[src/hw/scrb_map.svh]
// register map constants of the shadowed channel register bank
// assumes a byte-wide register port with the serial framing decoded outside
// Operation
// - addresses and bits not in the map do nothing; they read as zero
// - any reset loads documented defaults into all control registers
// - 0x08-0x18 and 0x11e-0x123 writes only touch holding copies
// - writing 0x01 to 0xff copies all holding copies at once, bit self-clears
// - local registers exist per channel, steered by channel bits of 0x05
// - both channel bits set: a local write updates both channels
// - reads should select one channel; both set returns channel a copy
// - global registers ignore the channel selection completely
// - port config is nibble mirrored: lsb first, soft reset, fixed ones
// - clock divide field divides by value plus one; nonzero forces stabilizer
`ifndef SCRB_MAP_SVH
`define SCRB_MAP_SVH

// byte addresses
`define SCRB_ADDR_PORT_CFG 13'h000
`define SCRB_ADDR_PART_ID 13'h001
`define SCRB_ADDR_SPEED 13'h002
`define SCRB_ADDR_CH_SEL 13'h005
`define SCRB_ADDR_POWER 13'h008
`define SCRB_ADDR_GCLK 13'h009
`define SCRB_ADDR_CLKDIV 13'h00b
`define SCRB_ADDR_XFER 13'h0ff

// reset values
`define SCRB_RST_PORT_CFG 8'h18
`define SCRB_RST_CH_SEL 2'h3
`define SCRB_RST_PM 2'h0
`define SCRB_RST_PD_PIN 1'h0
`define SCRB_RST_DCS 1'h1
`define SCRB_RST_DIV 3'h0

// port config field positions (mirrored pairs)
`define SCRB_CFG_LSB_HI 6
`define SCRB_CFG_LSB_LO 1
`define SCRB_CFG_SRST_HI 5
`define SCRB_CFG_SRST_LO 2
`define SCRB_CFG_FIXED 8'h18

// other field positions
`define SCRB_CH_A 0
`define SCRB_CH_B 1
`define SCRB_PM_LSB 0
`define SCRB_PD_PIN_BIT 5
`define SCRB_DCS_BIT 0
`define SCRB_DIV_LSB 0
`define SCRB_XFER_BIT 0

`endif

[src/hw/scrb_pkg.sv]
// types of the shadowed channel register bank
// assumes scrb_map.svh sits on the include path
`include "scrb_map.svh"

package scrb_pkg;

	// whole module state, registered as one word
	typedef struct packed {
		logic lsb_first;
		logic [1:0] ch_sel;
		logic [1:0] hold_pm_a;
		logic [1:0] hold_pm_b;
		logic hold_pd_pin;
		logic hold_dcs;
		logic [2:0] hold_div;
		logic [1:0] act_pm_a;
		logic [1:0] act_pm_b;
		logic act_pd_pin;
		logic act_dcs;
		logic [2:0] act_div;
		logic [2:0] div_cnt;
		logic clk_en;
		logic [7:0] rdata;
		logic rvalid;
	} scrb_state_type;

	// defaults loaded by power-on and soft reset
	function automatic scrb_state_type scrb_reset_state();
		scrb_state_type s;
		logic [7:0] cfg;
		s = '0;
		cfg = `SCRB_RST_PORT_CFG;
		s.lsb_first = cfg[`SCRB_CFG_LSB_LO]; // one bit taken on purpose
		s.ch_sel = `SCRB_RST_CH_SEL;
		s.hold_pm_a = `SCRB_RST_PM;
		s.hold_pm_b = `SCRB_RST_PM;
		s.hold_pd_pin = `SCRB_RST_PD_PIN;
		s.hold_dcs = `SCRB_RST_DCS;
		s.hold_div = `SCRB_RST_DIV;
		s.act_pm_a = `SCRB_RST_PM;
		s.act_pm_b = `SCRB_RST_PM;
		s.act_pd_pin = `SCRB_RST_PD_PIN;
		s.act_dcs = `SCRB_RST_DCS;
		s.act_div = `SCRB_RST_DIV;
		return s;
	endfunction : scrb_reset_state

endpackage : scrb_pkg

[src/hw/scrb_top.sv]
// shadowed channel register bank of a dual-channel receiver
// assumes the serial port framing is decoded outside into one-cycle byte accesses
`timescale 1ns/1ps
`include "scrb_map.svh"

module scrb_top #(
	parameter int ADDR_W = 13,
	parameter logic [7:0] PART_ID = 8'h5a, // arbitrary identity value
	parameter logic [7:0] SPEED_ID = 8'h00
) (
	// clock and reset
	input wire logic clk_sys_i,
	input wire logic rst_b_i,
	// decoded serial port accesses
	input wire logic wr_en_i,
	input wire logic rd_en_i,
	input wire logic [ADDR_W-1:0] addr_i,
	input wire logic [7:0] wdata_i,
	output logic [7:0] rdata_o,
	output logic rvalid_o,
	// applied controls
	output logic lsb_first_o,
	output logic [1:0] power_mode_a_o,
	output logic [1:0] power_mode_b_o,
	output logic pd_pin_standby_o,
	output logic duty_cycle_stabilizer_o,
	output logic [2:0] clk_div_o,
	output logic conv_clk_en_o
);
	import scrb_pkg::*;

	// the map needs nine address bits for 0x123; refused at elaboration
	if (ADDR_W < 9) begin : g_bad_addr_w
		$error("scrb_top: ADDR_W must be at least 9");
	end

	scrb_state_type st_q;
	scrb_state_type st_d;

	// address match, widened to the port width
	function automatic logic hit(input logic [ADDR_W-1:0] a, input logic [12:0] r);
		return a == ADDR_W'(r);
	endfunction : hit

	// port config reads mirrored; soft reset bits read zero as they self-clear
	function automatic logic [7:0] cfg_image(input logic lsb);
		logic [7:0] v;
		v = `SCRB_CFG_FIXED;
		v[`SCRB_CFG_LSB_HI] = lsb;
		v[`SCRB_CFG_LSB_LO] = lsb;
		return v;
	endfunction : cfg_image

	// power modes byte, local field taken from the chosen channel
	function automatic logic [7:0] pm_image(input logic [1:0] pm, input logic pd);
		logic [7:0] v;
		v = 8'h00;
		v[`SCRB_PM_LSB +: 2] = pm;
		v[`SCRB_PD_PIN_BIT] = pd;
		return v;
	endfunction : pm_image

	logic [1:0] rd_pm;
	logic soft_rst;

	// channel b only when b alone is chosen; both set gives channel a
	assign rd_pm = (st_q.ch_sel == 2'h2) ? st_q.hold_pm_b : st_q.hold_pm_a;

	// either mirrored soft reset bit triggers a return to defaults
	assign soft_rst = wr_en_i && hit(addr_i, `SCRB_ADDR_PORT_CFG) &&
		(wdata_i[`SCRB_CFG_SRST_HI] || wdata_i[`SCRB_CFG_SRST_LO]);

	// next-state logic
	always_comb begin
		st_d = st_q;
		st_d.rvalid = 1'b0;
		// divider: one enable pulse every (field + 1) clocks
		if (st_q.div_cnt >= st_q.act_div) begin
			st_d.div_cnt = 3'h0;
			st_d.clk_en = 1'b1;
		end else begin
			st_d.div_cnt = st_q.div_cnt + 3'h1;
			st_d.clk_en = 1'b0;
		end
		// register writes; unmapped addresses fall through untouched
		if (soft_rst) begin
			st_d = scrb_reset_state();
		end else if (wr_en_i) begin
			if (hit(addr_i, `SCRB_ADDR_PORT_CFG)) begin
				// either mirror copy sets the order, so both shift orders agree
				st_d.lsb_first = wdata_i[`SCRB_CFG_LSB_HI] | wdata_i[`SCRB_CFG_LSB_LO];
			end else if (hit(addr_i, `SCRB_ADDR_CH_SEL)) begin
				st_d.ch_sel = wdata_i[`SCRB_CH_A +: 2];
			end else if (hit(addr_i, `SCRB_ADDR_POWER)) begin
				// local field only reaches the selected channel copies
				if (st_q.ch_sel[`SCRB_CH_A]) begin
					st_d.hold_pm_a = wdata_i[`SCRB_PM_LSB +: 2];
				end
				if (st_q.ch_sel[`SCRB_CH_B]) begin
					st_d.hold_pm_b = wdata_i[`SCRB_PM_LSB +: 2];
				end
				st_d.hold_pd_pin = wdata_i[`SCRB_PD_PIN_BIT];
			end else if (hit(addr_i, `SCRB_ADDR_GCLK)) begin
				st_d.hold_dcs = wdata_i[`SCRB_DCS_BIT];
			end else if (hit(addr_i, `SCRB_ADDR_CLKDIV)) begin
				st_d.hold_div = wdata_i[`SCRB_DIV_LSB +: 3];
			end else if (hit(addr_i, `SCRB_ADDR_XFER)) begin
				// all shadowed copies move together; the bit is never stored
				if (wdata_i[`SCRB_XFER_BIT]) begin
					st_d.act_pm_a = st_q.hold_pm_a;
					st_d.act_pm_b = st_q.hold_pm_b;
					st_d.act_pd_pin = st_q.hold_pd_pin;
					st_d.act_dcs = st_q.hold_dcs;
					st_d.act_div = st_q.hold_div;
				end
			end
		end
		// reads answer one clock later; unsupported locations read zero
		if (rd_en_i) begin
			st_d.rvalid = 1'b1;
			if (hit(addr_i, `SCRB_ADDR_PORT_CFG)) begin
				st_d.rdata = cfg_image(st_q.lsb_first);
			end else if (hit(addr_i, `SCRB_ADDR_PART_ID)) begin
				st_d.rdata = PART_ID;
			end else if (hit(addr_i, `SCRB_ADDR_SPEED)) begin
				st_d.rdata = SPEED_ID;
			end else if (hit(addr_i, `SCRB_ADDR_CH_SEL)) begin
				st_d.rdata = {6'h00, st_q.ch_sel};
			end else if (hit(addr_i, `SCRB_ADDR_POWER)) begin
				st_d.rdata = pm_image(rd_pm, st_q.hold_pd_pin);
			end else if (hit(addr_i, `SCRB_ADDR_GCLK)) begin
				st_d.rdata = {7'h00, st_q.hold_dcs};
			end else if (hit(addr_i, `SCRB_ADDR_CLKDIV)) begin
				st_d.rdata = {5'h00, st_q.hold_div};
			end else begin
				st_d.rdata = 8'h00;
			end
		end
	end

	// state register
	always_ff @(posedge clk_sys_i or negedge rst_b_i) begin
		if (!rst_b_i) begin
			st_q <= scrb_reset_state();
		end else begin
			st_q <= st_d;
		end
	end

	// outputs straight from flip-flops, except the divider-forced stabilizer
	assign rdata_o = st_q.rdata;
	assign rvalid_o = st_q.rvalid;
	assign lsb_first_o = st_q.lsb_first;
	assign power_mode_a_o = st_q.act_pm_a;
	assign power_mode_b_o = st_q.act_pm_b;
	assign pd_pin_standby_o = st_q.act_pd_pin;
	assign duty_cycle_stabilizer_o = st_q.act_dcs | (st_q.act_div != 3'h0);
	assign clk_div_o = st_q.act_div;
	assign conv_clk_en_o = st_q.clk_en;

endmodule : scrb_top

[config.mk]
export PLATFORM = sky130hd
export DESIGN_NAME = scrb_top
export DESIGN_NICKNAME = d
export VERILOG_FILES = /design/src/hw/scrb_pkg.sv /design/src/hw/scrb_top.sv
export VERILOG_INCLUDE_DIRS = /design/src /design/src/hw
export SDC_FILE = /design/constraint.sdc
export NUM_CORES = 1
export LEC_CHECK = 0
export ABC_AREA = 0
export BUFFER_PORTS_ARGS = -buffer_cell sky130_fd_sc_hd__buf_2
export CAP_MARGIN = 5
export CORE_ASPECT_RATIO = 0.75
export CORE_MARGIN = 3
export CORE_UTILIZATION = 35
export CTS_CLUSTER_SIZE = 28
export DETAILED_ROUTE_END_ITERATION = 12
export GPL_ROUTABILITY_DRIVEN = 0
export HOLD_SLACK_MARGIN = 0.12
export SYNTH_ARGS = -nofsm -noshare
export SYNTH_HDL_FRONTEND = slang
export SYNTH_SLANG_ARGS = --single-unit
export TNS_END_PERCENT = 1
[constraint.sdc]
create_clock -name clk_sys_i -period 2 [get_ports clk_sys_i]
set_input_delay 0.3 -clock clk_sys_i [delete_from_list [all_inputs] [get_ports clk_sys_i]]
set_output_delay 0.3 -clock clk_sys_i [all_outputs]
set_load 0.01 [all_outputs]
==> results of run 1 <==
[power breakdown]
| group | internal [mW] | switching (mW) |
|---|---|---|
| Combinational | 0.0526 | 0.0774 |
| Clock | 0.281 | 0.231 |
| Sequential | 0.655 | 0.00411 |
[how the worst max path moves through the flow]
| stage | end | from | slack, ps | cells after the start |
|---|---|---|---|---|
| finish | st_q[22]$_DFFE_PN0P_ | addr_i[9] | 390 | 5 |
| global route | st_q[22]$_DFFE_PN0P_ | addr_i[9] | 280 | 5 |
| CTS | st_q[22]$_DFFE_PN0P_ | addr_i[9] | 400 | 5 |
| detailed placement | st_q[22]$_DFFE_PN0P_ | addr_i[9] | 110 | 5 |
| global placement | st_q[22]$_DFFE_PN0P_ | addr_i[9] | 130 | 5 |
| floorplan | power_mode_a_o[0]$_DFFE_PN0P_ | addr_i[0] | 310 | 6 |
[cells by family (layout without fill, tap and decap cells)]
family | after synthesis | after routing
AOI/OAI and AO/OA | 57 | 57
and+or+nand+nor | 47 | 47
buffers and inverters | 41 | 81
DFF | 32 | 32
muxes | 13 | 13
adders and majority gates | 4 | 4
other | 1 | 1
xor gates and xnor gates | 1 | 1
[cells in the mapped netlist, types with 4 or more instances]
| library cell | number | share of area, % |
|---|---|---|
| buf_4 | 15 | 5.8 |
| inv_1 | 16 | 3.1 |
| a21o_1 | 4 | 1.5 |
| a21oi_1 | 10 | 2.6 |
| nor2_1 | 5 | 0.97 |
| o21ai_0 | 15 | 3.9 |
| clkbuf_1 | 5 | 0.97 |
| dfrtp_1 | 28 | 36 |
| a31oi_1 | 4 | 1.3 |
| nand4_1 | 6 | 1.9 |
| dfstp_2 | 4 | 5.4 |
| o21ai_1 | 4 | 1.0 |
| ha_1 | 4 | 2.6 |
| mux2i_1 | 9 | 4.6 |
| nand2_1 | 5 | 0.97 |
[metrics by stage]
stage	total power, mW	setup WS [ps]
global placement	0.799	127
detailed placement	0.801	106
finish	1.30	391
CTS	1.32	405
floorplan	0.733	309
global route	1.38	283
[layer usage]
layer / track usage (%) / up-vias
met1: 23.3 / 732
li1: - / 782
met5: 0 / -
met4: 2.97 / 0
met2: 20.6 / 49
met3: 4.25 / 5
[cell type report]
cell class                      count  area (µm²)  share of cell area (%)
Multi-Input combinational cell    123         910                    39.8
Clock buffer                        8        90.1                    3.94
Timing Repair Buffer               57         330                    14.4
Sequential cell                    32         806                    35.2
Inverter                           16        60.1                    2.63
Tap cell                           72        90.1                    3.94
[registers in the layout (all words and copies together), names as in the netlist]
name,cells
conv_clk_en_o,1
rvalid_o,1
clk_div_o,3
st_q,15
power_mode_b_o,2
lsb_first_o,1
pd_pin_standby_o,1
power_mode_a_o,2
rdata_o,6
[worst max-delay path, cell delays in order]
cell	delay [ps]
buf_2	100
nor4_2	420
nand4b_2	210
a211oi_2	360
mux2_2	380
==> flow_summary_export.csv, run 1 <==
group,metric,value,unit
status,status,"complete, no violations",
min_path,holdPathStages,1,
yosys,synthAdderAreaFrac,2.57,%
yosys,async_reset_ff_share,100,%
routing,dr.pass1.iters,4,
yosys,synth_edf_count,0,
layout,syn2layout_area_growth,17.6,%
clock_network,postCtsSetupBuffers,0,
critical_path,r2r_cells,5,
layout,n_antenna_cell,0,
sta,fmax,621,MHz
pwr,powerDensity,569,mW/mm²
clock_network,clk_latency,280,ps
sta,worst_hold_slack,184,ps
sta,fin_tns_setup,0,ps
routing,wl_met2,1910,µm
critical_path,crit_required,2160,ps
routing,wl,4560,µm
placement,io_buffers,40,
clock_network,clkSinkCount,32,
yosys,yosysUniqueCellTypes,50,
yosys,syn_avg_cell_area,9.92,µm²
layout,final_cell_mix,"buf_2, dfrtp_1, inv_1, buf_4, o21ai_0",
yosys,yosys.area_share.simple,16.9,%
yosys,ys_ff_latch,32,
placement,hpwl,3570,µm
layout,layout.cells.most_common,"buf_2",
yosys,synth_top_flop_cell,"dfrtp_1",
sta,finalHoldViolCount,0,
critical_path,critical_path_class,"in2reg",
clock_network,cts_resized,0,
floorplan,dieArea,0.00650,mm²
sta,worst_slew_pin_slew,724,ps
critical_path,rr_startpoint,"clk_div_o[0]$_DFFE_PN0P_",
layout,final_util,44.6,%
global_route,grt_pass1_wl,7820,µm
floorplan,rows,22,
clock_network,postCtsHoldBufs,1,
pwr,p_leak,1.07,nW
placement,dpl.cell_count,299,
yosys,synth_top_family_by_area,"compound AO/OA/AOI/OAI gates",
global_route,grt_max_degree,33,
floorplan,start_util,38.0,%
global_route,antenna_found_initial,0,
yosys,synthXorXnorAreaFrac,0.450,%
routing,vias_per_cell,5.09,
critical_path,crit_fanout,4,
floorplan,core,0.00512,mm²
critical_path,rrSetupSlack,520,ps
floorplan,die_y,70.6,µm
yosys,synthMuxAreaShare,7.34,%
routing,wl_met3,391,µm
min_path,min-delay-start,"rd_en_i",
yosys,synthCells,196,
critical_path,r2r-end,"st_q[12]$_DFF_PN0_",
min_path,worstHoldEndpoint,"rvalid_o$_DFF_PN0_",
routing,wl_met1,2220,µm
layout,fin_cells,308,
clock_network,clockRootBuffer,"clkbuf_8",
critical_path,worst_setup_path_end_kind,"flop",
sta,rsz0062_at_grt,"no",
sta,min_period,1610,ps
yosys,syn_area,0.00194,mm²
sta,fin_crit_sh,80.5,%
pwr,ir_drop,415,µV
yosys,synth_compound_area_share,19.3,%
clock_network,htree_levels,2,
clock_network,cts_tree,"done",
routing,vias,1568,
clock_network,ctsLongestPathBuffers,2,
yosys,yosysSeqAreaShare,41.4,%
layout,final_area,0.00229,mm²
yosys,yosys_warnings,0,
placement,placed_area,0.00219,mm²
routing,wl_per_cell,14.8,µm
routing,postRouteAntennaNets,0,
run,max_cap_viol_count,0,
clock_network,cts_buffers,5,
routing,top_layer,"met4",
routing,drc,0,
critical_path,critPathLaunchType,"input port",
layout,fill_cells,531,
sta,drv_slew,0,
sta,fin_skew,2.37,ps
layout,drive_above_1_share,34.3,%
critical_path,cp.arrival,1770,ps
yosys,syn_nets,225,
clock_network,path_clk_slew,60,ps
sta,slew_headroom,51.8,%
floorplan,io_pins,45,
global_route,overflow,0,
layout,nNetsFinal,264,
sta,setup_viol,0,
global_route,track_usage,15.0,%
global_route,grt_pass1_vias,1514,
min_path,hp-class,"in2reg",
routing,drtIter0Drc,144,
floorplan,die_w,92.1,µm
(Power assumes the default switching activity.)
==> run 2, diff against run 1 <==
==> constraint.sdc (replaced) <==
create_clock -name clk_sys_i -period 1.49 [get_ports clk_sys_i]
set_input_delay 0.2235 -clock clk_sys_i [delete_from_list [all_inputs] [get_ports clk_sys_i]]
set_output_delay 0.2235 -clock clk_sys_i [all_outputs]
set_load 0.01 [all_outputs]
==> run 2 against run 1 <==
Setup slack lost 380 ps. Die area is the same. Cell area grew 11%. Non-clock buffer count grew 17. Count of clock-buffer cells in the layout shrank 1. First-iteration DRC count shrank 26%. Power grew 56%. Global-route usage grew 1.2 points. Combinational power grew 68%. Sequential share of layout area shrank 3.6 points. Critical path type is now reg2reg. Largest power group is now clock. Highest routed layer unchanged.
==> flow_summary_export.csv, run 2 (synthesis gave the netlist of run 1 again) <==
group,metric,value,unit
sta,drv_slew,0,
floorplan,core,0.00512,mm²
sta,fin_crit_sh,99.1,%
critical_path,rr_startpoint,"clk_div_o[0]$_DFFE_PN0P_",
critical_path,worst_setup_path_end_kind,"flop",
clock_network,clk_latency,290,ps
critical_path,critPathLaunchType,"flop",
clock_network,htree_levels,2,
status,status,"complete, no violations",
critical_path,critical_path_class,"reg2reg",
layout,layout.cells.most_common,"buf_2",
placement,dpl.cell_count,315,
sta,setup_viol,0,
clock_network,clockRootBuffer,"clkbuf_8",
sta,fin_ws,13.1,ps
critical_path,crit_fanout,4,
clock_network,cts_tree,"done",
sta,finalHoldViolCount,0,
global_route,grt_pass1_vias,1597,
critical_path,r2r_cells,5,
layout,final_util,49.8,%
floorplan,dieArea,0.00650,mm²
layout,fin_cells,325,
min_path,hp-class,"in2reg",
critical_path,r2r-end,"st_q[12]$_DFF_PN0_",
global_route,grt_pass1_wl,8280,µm
pwr,powerDensity,797,mW/mm²
routing,wl,4900,µm
layout,nNetsFinal,281,
layout,drive_above_1_share,41.9,%
pwr,p_leak,1.21,nW
routing,postRouteAntennaNets,0,
floorplan,start_util,38.0,%
min_path,min-delay-start,"wdata_i[6]",
global_route,track_usage,16.2,%
clock_network,ctsLongestPathBuffers,2,
floorplan,io_pins,45,
critical_path,cp.arrival,1680,ps
routing,drc,0,
run,max_cap_viol_count,0,
floorplan,die_w,92.1,µm
placement,io_buffers,40,
routing,drtIter0Drc,106,
floorplan,die_y,70.6,µm
sta,fmax,677,MHz
critical_path,rrSetupSlack,10,ps
routing,dr.pass1.iters,4,
sta,fin_tns_setup,0,ps
global_route,antenna_found_initial,0,
floorplan,rows,22,
min_path,holdPathStages,3,
global_route,grt_max_degree,33,
pwr,ir_drop,515,µV
layout,ff_latch_area,806,µm²
min_path,worstHoldEndpoint,"lsb_first_o$_DFFE_PN0P_",
layout,largest-register,"st_q",
clock_network,clkSinkCount,32,
layout,n_antenna_cell,0,
clock_network,path_clk_slew,70,ps
routing,vias,1665,
layout,final_cell_mix,"buf_2, buf_4, dfrtp_1",
global_route,overflow,0,
routing,vias_per_cell,5.12,
pwr,design_power_total,2.03,mW
clock_network,cts_buffers,5,
layout,fill_cells,505,
sta,rsz0062_at_grt,"yes",
layout,syn2layout_area_growth,31.1,%
layout,multi_input_area,990,µm²
placement,hpwl,3730,µm
critical_path,crit_required,1690,ps
sta,min_period,1480,ps
layout,largest_reg_flops,15,
placement,place_ws,-249,ps
sta,fin_skew,4.05,ps
routing,wl_per_cell,15.1,µm
## run 2: worst max path at each step
stage                                         end                startpoint  slack (ps)
floorplan           power_mode_a_o[0]$_DFFE_PN0P_                 addr_i[7]         -60
detailed placement         rdata_o[6]$_DFFE_PN0P_                 addr_i[1]        -250
finish                         st_q[12]$_DFF_PN0_  clk_div_o[0]$_DFFE_PN0P_          10
CTS                            st_q[10]$_DFF_PN0_  clk_div_o[0]$_DFFE_PN0P_          -3
global route                   st_q[12]$_DFF_PN0_  clk_div_o[0]$_DFFE_PN0P_         -80
global placement    power_mode_b_o[0]$_DFFE_PN0P_                 addr_i[1]        -230
## run 2: layer usage
metal	track usage (%)	up-vias	wire length, µm
met5	0	-	0
met4	3.46	0	36
met3	4.14	5	336
met2	21.0	59	1960
met1	26.3	784	2580
li1	-	817	-
## run 2: power breakdown
part | switching (mW) | internal, mW
clock | 0.340 | 0.590
combinational | 0.123 | 0.0946
sequential | 0.00534 | 0.879
total | 0.468 | 1.56
## run 2: worst max-delay path: stages (launching register included)
cell and delay (ps):
dfrtp_1 400, ha_1 290, nand2b_1 140, a21o_1 170
a21o_1 200, nor3_1 190
## run 2: area by class of cell
type                            count  share of cell area [%]
Timing Repair Buffer               74                    18.7
Inverter                           16                    2.36
Sequential cell                    32                    31.6
Clock buffer                        7                    3.78
Clock inverter                      1                    1.18
Tap cell                           72                    3.53
Multi-Input combinational cell    123                    38.8
## run 2: timing repair
| item | 4_1_cts | 5_1_grt |
|---|---|---|
| setup endpoints to repair | 1 | 14 |
| pin swaps | 0 | 1 |
| gates resized for setup | 1 | 8 |
| hold buffers | 2 | 0 |
| endpoints found under the hold margin | 29 | 0 |
| buffers inserted | 0 | 0 |
## run 2: metrics by stage
stage	area (µm²)	hold WS (ps)
floorplan	2000	-72.1
global placement	2370	269
detailed placement	2370	270
CTS	2520	209
global route	2550	222
finish	2550	212
